File: src/inc/csc_pkg.sv
// ****************************************************************
// constants of the clock synthesizer serial control
// ****************************************************************
package csc_pkg;

  // system clock rate and fastest serial clock
  localparam int unsigned CLK_FREQ_MHZ = 200;
  localparam int unsigned SCL_MAX_KHZ  = 400;
  // system cycles in the shortest serial clock half period
  localparam int unsigned SCL_HALF_CYC = (CLK_FREQ_MHZ * 1000) / (2 * SCL_MAX_KHZ);

  // own seven bit slave address, 8'hd2 with the direction bit
  localparam logic [6:0] SLAVE_ADDR  = 7'h69;
  // byte count returned first in a block read
  localparam logic [7:0] BLOCK_COUNT = 8'h05;
  localparam logic [4:0] NUM_BYTES   = 5'h05;
  localparam logic [3:0] BITS_FULL   = 4'h8;

  // byte offsets
  localparam logic [4:0] OFS_GATE   = 5'h00;
  localparam logic [4:0] OFS_SPREAD = 5'h02;

  // command code fields
  localparam int unsigned CMD_SINGLE_BIT = 7;
  localparam int unsigned CMD_CS_HI      = 6;
  localparam int unsigned CMD_CS_LO      = 5;
  localparam int unsigned CMD_IDX_HI     = 4;
  localparam logic [1:0]  CMD_CS_OWN     = 2'h0;

  // control bit positions
  localparam int unsigned BIT_GATE1     = 3;
  localparam int unsigned BIT_GATE2     = 4;
  localparam int unsigned BIT_GATE3     = 5;
  localparam int unsigned BIT_GATE4     = 6;
  localparam int unsigned BIT_SPREAD_EN = 2;
  localparam int unsigned BIT_DEPTH     = 7;

  // power-up values, byte 4 leftmost
  localparam logic [4:0][7:0] RESET_VALUES = {8'h01, 8'haf, 8'hea, 8'h00, 8'h7c};
  // writable bits, all others keep their power-up value
  localparam logic [4:0][7:0] WRITE_MASKS  = {8'h00, 8'h00, 8'h84, 8'h00, 8'h78};

  // pin levels assumed before the first sample
  localparam logic [2:0] SYNC_IDLE = 3'h3;
  localparam logic [1:0] PREV_IDLE = 2'h3;

  // byte engine states
  typedef enum logic [4:0] {
    ST_IDLE = 5'h01,
    ST_RX   = 5'h02,
    ST_ACK  = 5'h04,
    ST_TX   = 5'h08,
    ST_RACK = 5'h10
  } csc_state_t;

  // meaning of the next byte on the wire
  typedef enum logic [3:0] {
    RL_ADDR  = 4'h1,
    RL_CMD   = 4'h2,
    RL_COUNT = 4'h4,
    RL_DATA  = 4'h8
  } csc_role_t;

endpackage

File: src/core/csc_pin_sync.sv
`timescale 1ns/1ps
`default_nettype none
// ****************************************************************
// pin synchroniser and bus event detector
// ****************************************************************
module csc_pin_sync (
  input  wire logic clock_in,
  input  wire logic reset_in,
  input  wire logic clk_en_in,
  input  wire logic scl_pin_in,
  input  wire logic sda_pin_in,
  input  wire logic ref_pin_in,
  output wire logic scl_rise_out,
  output wire logic scl_fall_out,
  output wire logic start_out,
  output wire logic stop_out,
  output wire logic sda_level_out,
  output wire logic ref_level_out
);
  import csc_pkg::*;

  // bit order in the stages is {ref, sda, scl}
  typedef struct packed {
    logic [2:0] meta;   // first stage, read by sync only
    logic [2:0] sync;   // second stage
    logic [1:0] prev;   // delayed sda, scl for edges
    logic       rise;   // scl rising
    logic       fall;   // scl falling
    logic       start;  // sda falls, scl high
    logic       stop;   // sda rises, scl high
    logic       sda;    // sda aligned with pulses
    logic       ref_l;  // reference select level
  } csc_sync_t;

  localparam csc_sync_t SYNC_RST = '{meta: SYNC_IDLE, sync: SYNC_IDLE, prev: PREV_IDLE,
                                     sda: 1'b1, default: '0};

  csc_sync_t q;  // registered state
  csc_sync_t d;  // next state

  // ****************************************************************
  // next state
  // ****************************************************************
  // edges taken from second stage against its delayed copy
  always_comb begin
    d       = q;
    d.meta  = {ref_pin_in, sda_pin_in, scl_pin_in};
    d.sync  = q.meta;
    d.prev  = q.sync[1:0];
    d.rise  = q.sync[0] & ~q.prev[0];
    d.fall  = ~q.sync[0] & q.prev[0];
    d.start = q.sync[0] & q.prev[0] & ~q.sync[1] & q.prev[1];
    d.stop  = q.sync[0] & q.prev[0] & q.sync[1] & ~q.prev[1];
    d.sda   = q.sync[1];
    d.ref_l = q.sync[2];
  end

  // ****************************************************************
  // state register
  // ****************************************************************
  always_ff @(posedge clock_in) begin
    if (reset_in) begin
      q <= SYNC_RST;
    end else if (clk_en_in) begin
      q <= d;
    end
  end

  assign scl_rise_out  = q.rise;
  assign scl_fall_out  = q.fall;
  assign start_out     = q.start;
  assign stop_out      = q.stop;
  assign sda_level_out = q.sda;
  assign ref_level_out = q.ref_l;

endmodule
`default_nettype wire

File: src/core/csc_serial_ctrl.sv
`timescale 1ns/1ps
`default_nettype none
// Function
// - all bytes take fixed defaults at reset
// - byte and block reads and writes supported
// - block bytes ascend from lowest, msb first
// - block may end after any whole byte
// - answer only slave address 8'hd2
// - command bit 7 picks single or block
// - command bits 4:0 index single byte
// - block write: address, command, count, data
// - block read: count then data, last nacked
// - single write: address, command, one byte
// - single read: one byte then nack, stop
// - byte 0 bits 6:3 gate four outputs
// - byte 2 bit 7 picks spread depth
// - byte 2 bit 2 turns spread on
// - reference select pin picks pll reference
// - serial link works up to 400 khz
module csc_serial_ctrl (
  input  wire logic clock_in,
  input  wire logic reset_in,
  input  wire logic clk_en_in,
  input  wire logic serial_clock_in,
  input  wire logic serial_data_pin_in,
  input  wire logic ref_select_in,
  output wire logic serial_data_pin_out,
  output wire logic serial_data_pin_oe_n_out,
  output wire logic first_output_gate_out,
  output wire logic second_output_gate_out,
  output wire logic third_output_gate_out,
  output wire logic fourth_output_gate_out,
  output wire logic spread_enable_out,
  output wire logic spread_depth_sel_out,
  output wire logic ref_select_out
);
  import csc_pkg::*;

  // ****************************************************************
  // state
  // ****************************************************************
  typedef struct packed {
    csc_state_t      state;     // byte engine
    csc_role_t       role;      // meaning of current byte
    logic [3:0]      bitcnt;    // bits moved in byte
    logic [7:0]      shreg;     // shift register
    logic            rw;        // read direction
    logic            single;    // single byte access
    logic            mack;      // controller acknowledged
    logic [4:0]      idx;       // byte index
    logic [4:0][7:0] regs;      // configuration bytes
    logic            sda_oe_n;  // low drives the data pin
    logic            drv_lvl;   // level when driving
    logic            ref_sel;   // reference select
  } csc_core_t;

  localparam csc_core_t CORE_RST = '{state: ST_IDLE, role: RL_ADDR, regs: RESET_VALUES,
                                     sda_oe_n: 1'b1, default: '0};

  csc_core_t q;          // registered state
  csc_core_t d;          // next state
  logic      scl_rise;   // serial clock rising
  logic      scl_fall;   // serial clock falling
  logic      bus_start;  // start or repeated start
  logic      bus_stop;   // stop
  logic      sda_lvl;    // sampled data pin
  logic      ref_lvl;    // sampled reference select

  // ****************************************************************
  // helpers
  // ****************************************************************
  // byte for readback, zero past the last byte
  function automatic logic [7:0] rd_byte(input logic [4:0][7:0] regs, input logic [4:0] idx);
    logic [7:0] v;
    v = 8'h00;
    if (idx < NUM_BYTES) begin
      v = regs[idx[2:0]];
    end
    return v;
  endfunction

  // write only the writable bits of a byte
  function automatic logic [7:0] wr_merge(input logic [7:0] old, input logic [7:0] din,
                                          input logic [7:0] mask);
    return (old & ~mask) | (din & mask);
  endfunction

  // ****************************************************************
  // pin sampling
  // ****************************************************************
  csc_pin_sync u_sync (
    .clock_in      (clock_in),
    .reset_in      (reset_in),
    .clk_en_in     (clk_en_in),
    .scl_pin_in    (serial_clock_in),
    .sda_pin_in    (serial_data_pin_in),
    .ref_pin_in    (ref_select_in),
    .scl_rise_out  (scl_rise),
    .scl_fall_out  (scl_fall),
    .start_out     (bus_start),
    .stop_out      (bus_stop),
    .sda_level_out (sda_lvl),
    .ref_level_out (ref_lvl)
  );

  // ****************************************************************
  // next state
  // ****************************************************************
  // sampling at 200 mhz leaves SCL_HALF_CYC cycles per half bit at 400 khz
  always_comb begin
    logic [7:0] nb;  // next byte to send
    nb        = 8'h00;
    d         = q;
    d.ref_sel = ref_lvl;
    d.drv_lvl = 1'b0;
    if (bus_start) begin
      // start or repeated start, keeps mode and index
      d.state    = ST_RX;
      d.role     = RL_ADDR;
      d.bitcnt   = 4'h0;
      d.sda_oe_n = 1'b1;
    end else if (bus_stop) begin
      // stop ends any transfer, written bytes stay
      d.state    = ST_IDLE;
      d.sda_oe_n = 1'b1;
    end else begin
      unique case (q.state)
        ST_IDLE: begin
          // wait for a start
          d.sda_oe_n = 1'b1;
        end
        ST_RX: begin
          if (scl_rise) begin
            // msb arrives first
            d.shreg  = {q.shreg[6:0], sda_lvl};
            d.bitcnt = q.bitcnt + 4'h1;
          end else if (scl_fall && q.bitcnt == BITS_FULL) begin
            // whole byte in, acknowledge by default
            d.state    = ST_ACK;
            d.sda_oe_n = 1'b0;
            d.bitcnt   = 4'h0;
            unique case (q.role)
              RL_ADDR: begin
                if (q.shreg[7:1] != SLAVE_ADDR) begin
                  // not ours, leave the bus alone
                  d.state    = ST_IDLE;
                  d.sda_oe_n = 1'b1;
                end else begin
                  d.rw   = q.shreg[0];
                  d.role = RL_CMD;
                  if (q.shreg[0]) begin
                    // read: byte count first or the indexed byte
                    d.role  = RL_DATA;
                    d.shreg = q.single ? rd_byte(q.regs, q.idx) : BLOCK_COUNT;
                  end
                end
              end
              RL_CMD: begin
                if (q.shreg[CMD_CS_HI:CMD_CS_LO] != CMD_CS_OWN) begin
                  // other chip select, no acknowledge
                  d.state    = ST_IDLE;
                  d.sda_oe_n = 1'b1;
                end else begin
                  // mode and index from the command
                  d.single = q.shreg[CMD_SINGLE_BIT];
                  d.idx    = q.shreg[CMD_SINGLE_BIT] ? q.shreg[CMD_IDX_HI:0] : 5'h00;
                  d.role   = q.shreg[CMD_SINGLE_BIT] ? RL_DATA : RL_COUNT;
                end
              end
              RL_COUNT: begin
                // count is acknowledged, data follows
                d.role = RL_DATA;
              end
              RL_DATA: begin
                // store writable bits only
                if (q.idx < NUM_BYTES) begin
                  d.regs[q.idx[2:0]] = wr_merge(q.regs[q.idx[2:0]], q.shreg, WRITE_MASKS[q.idx[2:0]]);
                end
                // block write walks upward
                if (!q.single && q.idx < NUM_BYTES) begin
                  d.idx = q.idx + 5'h01;
                end
              end
            endcase
          end
        end
        ST_ACK: begin
          if (scl_fall) begin
            if (q.rw) begin
              // first bit of read byte right after the ack
              d.state    = ST_TX;
              d.sda_oe_n = q.shreg[7];
              d.shreg    = {q.shreg[6:0], 1'b0};
              d.bitcnt   = 4'h1;
            end else begin
              d.state    = ST_RX;
              d.sda_oe_n = 1'b1;
            end
          end
        end
        ST_TX: begin
          if (scl_fall) begin
            if (q.bitcnt == BITS_FULL) begin
              // release for the controller ack
              d.state    = ST_RACK;
              d.sda_oe_n = 1'b1;
            end else begin
              // next bit, msb first
              d.sda_oe_n = q.shreg[7];
              d.shreg    = {q.shreg[6:0], 1'b0};
              d.bitcnt   = q.bitcnt + 4'h1;
            end
          end
        end
        ST_RACK: begin
          if (scl_rise) begin
            d.mack = ~sda_lvl;
          end else if (scl_fall) begin
            if (q.mack) begin
              // acked: next byte, ascending in block mode, same byte again in single mode
              nb         = rd_byte(q.regs, q.idx);
              d.state    = ST_TX;
              d.sda_oe_n = nb[7];
              d.shreg    = {nb[6:0], 1'b0};
              d.bitcnt   = 4'h1;
              if (!q.single && q.idx < NUM_BYTES) begin
                d.idx = q.idx + 5'h01;
              end
            end else begin
              // nack ends the read, wait for stop
              d.state    = ST_IDLE;
              d.sda_oe_n = 1'b1;
            end
          end
        end
      endcase
    end
  end

  // ****************************************************************
  // state register
  // ****************************************************************
  // reset loads every byte default
  always_ff @(posedge clock_in) begin
    if (reset_in) begin
      q <= CORE_RST;
    end else if (clk_en_in) begin
      q <= d;
    end
  end

  // ****************************************************************
  // outputs
  // ****************************************************************
  assign serial_data_pin_out      = q.drv_lvl;
  assign serial_data_pin_oe_n_out = q.sda_oe_n;
  assign first_output_gate_out    = q.regs[OFS_GATE[2:0]][BIT_GATE1];
  assign second_output_gate_out   = q.regs[OFS_GATE[2:0]][BIT_GATE2];
  assign third_output_gate_out    = q.regs[OFS_GATE[2:0]][BIT_GATE3];
  assign fourth_output_gate_out   = q.regs[OFS_GATE[2:0]][BIT_GATE4];
  assign spread_enable_out        = q.regs[OFS_SPREAD[2:0]][BIT_SPREAD_EN];
  assign spread_depth_sel_out     = q.regs[OFS_SPREAD[2:0]][BIT_DEPTH];
  assign ref_select_out           = q.ref_sel;

  // ****************************************************************
  // checks
  // ****************************************************************
  chk_reset_defaults: assert property (@(posedge clock_in)
    reset_in |=> (q.regs == RESET_VALUES) && spread_enable_out == 1'b0 && spread_depth_sel_out)
    else $error("bytes not at defaults after reset");

  chk_reserved_kept: assert property (@(posedge clock_in) disable iff (reset_in)
    ((q.regs & ~WRITE_MASKS) == (RESET_VALUES & ~WRITE_MASKS)))
    else $error("reserved bits changed");

  chk_foreign_addr: assert property (@(posedge clock_in) disable iff (reset_in)
    (clk_en_in && !bus_start && !bus_stop && q.state == ST_RX && q.role == RL_ADDR && scl_fall
     && q.bitcnt == BITS_FULL && q.shreg[7:1] != SLAVE_ADDR) |=> (q.state == ST_IDLE && q.sda_oe_n))
    else $error("foreign address acknowledged");

  chk_start_restart: assert property (@(posedge clock_in) disable iff (reset_in)
    (clk_en_in && bus_start) |=> (q.state == ST_RX && q.role == RL_ADDR && q.bitcnt == 4'h0))
    else $error("start not taken");

  chk_stop_release: assert property (@(posedge clock_in) disable iff (reset_in)
    (clk_en_in && bus_stop && !bus_start) |=> (q.state == ST_IDLE && q.sda_oe_n && $stable(q.regs)))
    else $error("stop did not release bus");

  chk_msb_first: assert property (@(posedge clock_in) disable iff (reset_in)
    (clk_en_in && !bus_start && !bus_stop && q.state == ST_TX && scl_fall && q.bitcnt != BITS_FULL)
    |=> (q.sda_oe_n == $past(q.shreg[7])))
    else $error("read bit out of order");

  chk_cmd_mode: assert property (@(posedge clock_in) disable iff (reset_in)
    (clk_en_in && !bus_start && !bus_stop && q.state == ST_RX && q.role == RL_CMD && scl_fall
     && q.bitcnt == BITS_FULL && q.shreg[CMD_CS_HI:CMD_CS_LO] == CMD_CS_OWN)
    |=> (q.single == $past(q.shreg[CMD_SINGLE_BIT])
         && q.idx == ($past(q.shreg[CMD_SINGLE_BIT]) ? $past(q.shreg[CMD_IDX_HI:0]) : 5'h00)))
    else $error("command decode wrong");

  chk_data_write: assert property (@(posedge clock_in) disable iff (reset_in)
    (clk_en_in && !bus_start && !bus_stop && q.state == ST_RX && q.role == RL_DATA && scl_fall
     && q.bitcnt == BITS_FULL && q.idx == OFS_SPREAD)
    |=> (q.regs[OFS_SPREAD[2:0]] == wr_merge($past(q.regs[OFS_SPREAD[2:0]]), $past(q.shreg),
                                             WRITE_MASKS[OFS_SPREAD[2:0]])))
    else $error("written byte not stored");

  chk_nack_ends: assert property (@(posedge clock_in) disable iff (reset_in)
    (clk_en_in && !bus_start && !bus_stop && q.state == ST_RACK && scl_fall && !q.mack)
    |=> (q.state == ST_IDLE && q.sda_oe_n) [*2])
    else $error("read continued after nack");

endmodule
`default_nettype wire

File: config.mk
export PLATFORM = sky130hd
export DESIGN_NAME = csc_serial_ctrl
export DESIGN_NICKNAME = d
export VERILOG_FILES = /design/src/inc/csc_pkg.sv /design/src/core/csc_pin_sync.sv /design/src/core/csc_serial_ctrl.sv
export SDC_FILE = /design/constraint.sdc
export NUM_CORES = 1
export LEC_CHECK = 0
export ABC_CLOCK_PERIOD_IN_PS = 6490
export BUFFER_PORTS_ARGS = -buffer_cell sky130_fd_sc_hd__buf_4
export CORE_ASPECT_RATIO = 2
export CORE_UTILIZATION = 55
export DETAILED_ROUTE_END_ITERATION = 6
export PLACE_DENSITY = 0.75
export SLEW_MARGIN = 25
export SYNTH_ARGS = -nofsm -noshare
export SYNTH_HDL_FRONTEND = slang
export SYNTH_SLANG_ARGS = --single-unit
File: constraint.sdc
create_clock -name clock_in -period 6.49 [get_ports clock_in]
set_input_delay 0.3245 -clock clock_in [delete_from_list [all_inputs] [get_ports clock_in]]
set_output_delay 0.3245 -clock clock_in [all_outputs]
set_load 0.01 [all_outputs]
==> out/results.txt <==
The flow ran to the end, and the final reports show no timing, DRC or antenna violations. The cell type contributing the most total cell area after synthesis was sky130_fd_sc_hd__dfxtp_1. Clock latency of the later-clocked register in the worst-skew pair: 340 ps. The type of destination of the critical path is a register.

In this run, synthesis inferred 0 flip-flops with an integrated enable. Total count of hold-check failures in the final report: 0. The mapped netlist covers 4590 sq um. The critical path class was reg2reg. Aggregate routed wire length: 12600 um. In the routed layout, each cell is associated on average with a via count of 6.57.

Clock-pin slew was measured on the worst setup and hold paths at 70 ps. Entering global routing, the biggest net connects 58 pins. The tools report the number of buffers inserted during clock tree synthesis as 9. Sum of net half-perimeters after detailed placement: 9160 um. The run gives 341 MHz as the timing-limited maximum frequency.

Among all stages on the critical path, the largest delay is contributed by sky130_fd_sc_hd__or4_1. Dividing total power by cell area gives a power density of 226 nW/um^2. After floorplanning, the core was sized to cover 8000 sq um. The summed negative setup slack over all endpoints was 0 ps; the initial core utilization was 57.4%.

The transition time at the pin with the least slew margin was 1020 ps. The run gives 37.5% as the post-synthesis sequential area ratio. Of all nets on the critical path, the largest fanout is 17. The number of iterations in the first detailed-routing pass was 6.

The final-report max-slew violation count was 0. By area the synthesized netlist is led by sky130_fd_sc_hd__dfxtp_1 (37%), sky130_fd_sc_hd__mux2i_1 (9.8%), sky130_fd_sc_hd__nor2_1 (4.9%). The post-synthesis cell type count is 70, and the summed area of non-filler cells in the final layout is 5020 sq um. The final core utilization is 62.7%. STA puts the critical path data required time at 6700 ps. 15 I/O pins were placed. The post-route clock skew was 7.13 ps.

The type of the tightest min-delay check was in2reg. Synthesis handed over a netlist of 553 instances. The synthesized area divided by synthesized cell count is 8.30 sq um.

Total via count after detailed routing: 4237. The clock sink count is 86. VDD sags by at most 0.000140 V. The floorplan die width is 66.6 um. In this run, post-CTS hold repair placed 0 buffers.

The tools report the total global routing overflow as 0. The element type at the critical path start was a register. For this design the static power due to leakage is 2.01 nW. The number of endpoints failing setup at the final stage is 0, and the proportion of layout cells with a drive suffix above 1 is 10.0%. The layout net count was 553. Ranked by instance count, the synthesized netlist is headed by sky130_fd_sc_hd__dfxtp_1 (86), sky130_fd_sc_hd__nor2_1 (60), sky130_fd_sc_hd__nand2_1 (48), sky130_fd_sc_hd__mux2i_1 (45). The root buffer cell chosen for the clock tree is sky130_fd_sc_hd__clkbuf_16. The fraction of the cycle the final worst path needs came out at 45.2%.

Relative to the synthesized area, the layout overhead comes to 9.26%. In this run, synthesis produced a sequential element count of 86. When the netlist entered floorplanning its net count stood at 562. The count of buffers added on input and output ports is 13. The global-route wire length before repair is 20500 um, and the normalized max-slew margin is 31.7%. TritonCTS built the clock tree. In this run, post-CTS repair resized a total of 0 instances. In the routed design, unresolved DRC markers number 0.

In this run the cell area measured after placement is 4690 sq um. The number of antenna violations at the first check in global routing was 0; the top cell type's share of synthesized area was 37.5%. The number of antenna diodes in the final layout is 0. The floorplan row count is 46, and the routed wirelength normalized by instance count is 19.5 um.

Yosys printed 0 warnings. The clock tree synthesis step divided the H-tree into 3 levels. Number of nets with antenna violations after routing: 0.

Max-cap violations in this run came to 0. The floorplan die area was 8740 sq um. For this run, the leading register cell type out of synthesis is sky130_fd_sc_hd__dfxtp_1. Measured along the y axis, the die boundary spans 131 um. Setup repair after global routing left no endpoint under its margin. The post-CTS setup buffer count is 0. Counting along the longest clock path gives a buffer depth of 2. The signal on the critical path passes through or3_4 > or4_1 > nor4_2 > nand3b_1 > mux2i_1 > nor2_1. Count of filler cells inserted in the layout: 710. Yosys instantiated no cell more often than sky130_fd_sc_hd__dfxtp_1.

The largest single stage delay on the critical path is 700 ps. The via count of the first global-routing pass is 4056. The final estimated routing congestion in global placement was 1.03. Counting flops with an async set or reset pin after synthesis yields a share of 0%.

For the count of routing violations after the opening detailed-route iteration, the log shows 350. Across every metal layer, demand over resource in global routing totals 30.8%. For the data arrival time at the worst-slack endpoint, the log shows 3140 ps. The worst path needs 2930 ps of the cycle, external delays included.
stage by stage:
stage	hold slack, ps	power, W	setup slack (ps)	std cells
finish	197	0.00113	3560	645
global route	213	0.00116	3410	645
CTS	201	0.00114	3580	645
detailed placement	425	0.000581	3610	629
global placement	421	0.000580	3630	629
floorplan	411	0.000571	3930	553
layout make-up:
class	instances	area, sq um	share of cell area (%)
multi-input cells	414	2660	53.0
flip-flops and latches	86	1720	34.3
clock buffers	9	225	4.49
repair buffers	17	128	2.54
well taps	96	120	2.39
clock inverters	7	105	2.09
inverters	16	60.1	1.20
report_power, final:
| part | internal, W | switching, W |
|---|---|---|
| combinational | 0.0000110 | 0.0000239 |
| clock | 0.000342 | 0.000220 |
| sequential | 0.000531 | 0.00000415 |
| total | 0.000884 | 0.000248 |
layout by cell type (no fill, tap or decap), drive strengths merged, types with 12 or more instances in the layout:
cell type / Yosys / routed
nand2b: 13 / 13
o211ai: 12 / 12
nor2: 61 / 61
o21ai: 21 / 21
a21oi: 29 / 29
nand2: 48 / 48
nand3: 15 / 15
mux2i: 45 / 45
nor2b: 16 / 16
buf: 8 / 17
nor3: 20 / 20
inv: 16 / 18
dfxtp: 86 / 86
registers in the layout, indices dropped and copies added, names as in the netlist, named ones only:
register                  count
u_sync.start_out              1
u_sync.q                      1
ref_select_out                1
u_sync.ref_level_out          1
first_output_gate_out         1
u_sync.scl_fall_out           1
q                            63
spread_enable_out             1
u_sync.stop_out               1
second_output_gate_out        1
third_output_gate_out         1
spread_depth_sel_out          1
u_sync.scl_rise_out           1
serial_data_pin_oe_n_out      1
u_sync.sda_level_out          1
u_sync.d                      6
fourth_output_gate_out        1
critical path, delay by kind of cell, from the launching register on:
kind | cells | cell delay (ps)
DFF | 1 | 480
and+or+nand+nor | 5 | 2040
muxes | 1 | 290
path summary, 6_finish.rpt:
kind              slack (ps)       startpoint  cells after the start          end
hold reg to reg          440            q[20]                      1        q[20]
hold / removal           200  serial_clock_in                      3  u_sync.d[8]
setup reg to reg        3560            q[69]                      6        q[17]
setup / recovery        3560            q[69]                      6        q[17]
layer usage:
metal,vias up,track usage [%],share of wire [%]
li1,1990,-,-
met1,2057,31.8,36
met2,135,52.8,53
met3,55,6.51,3.7
met4,0,21.2,7.1
met5,-,0,0
cell families (layout without fill, tap and decap cells):
family	Yosys count	in the layout	share of synthesized area, %
buf+inv	53	49	4.63
simple gates	227	227	25.8
flops	86	86	37.5
fa+ha+maj	3	3	0.818
mux	52	52	11.5
compound gates	128	128	19.1
other cells	1	1	0.0817
xor+xnor	3	3	0.572
Power figures use the tool's default switching activity.
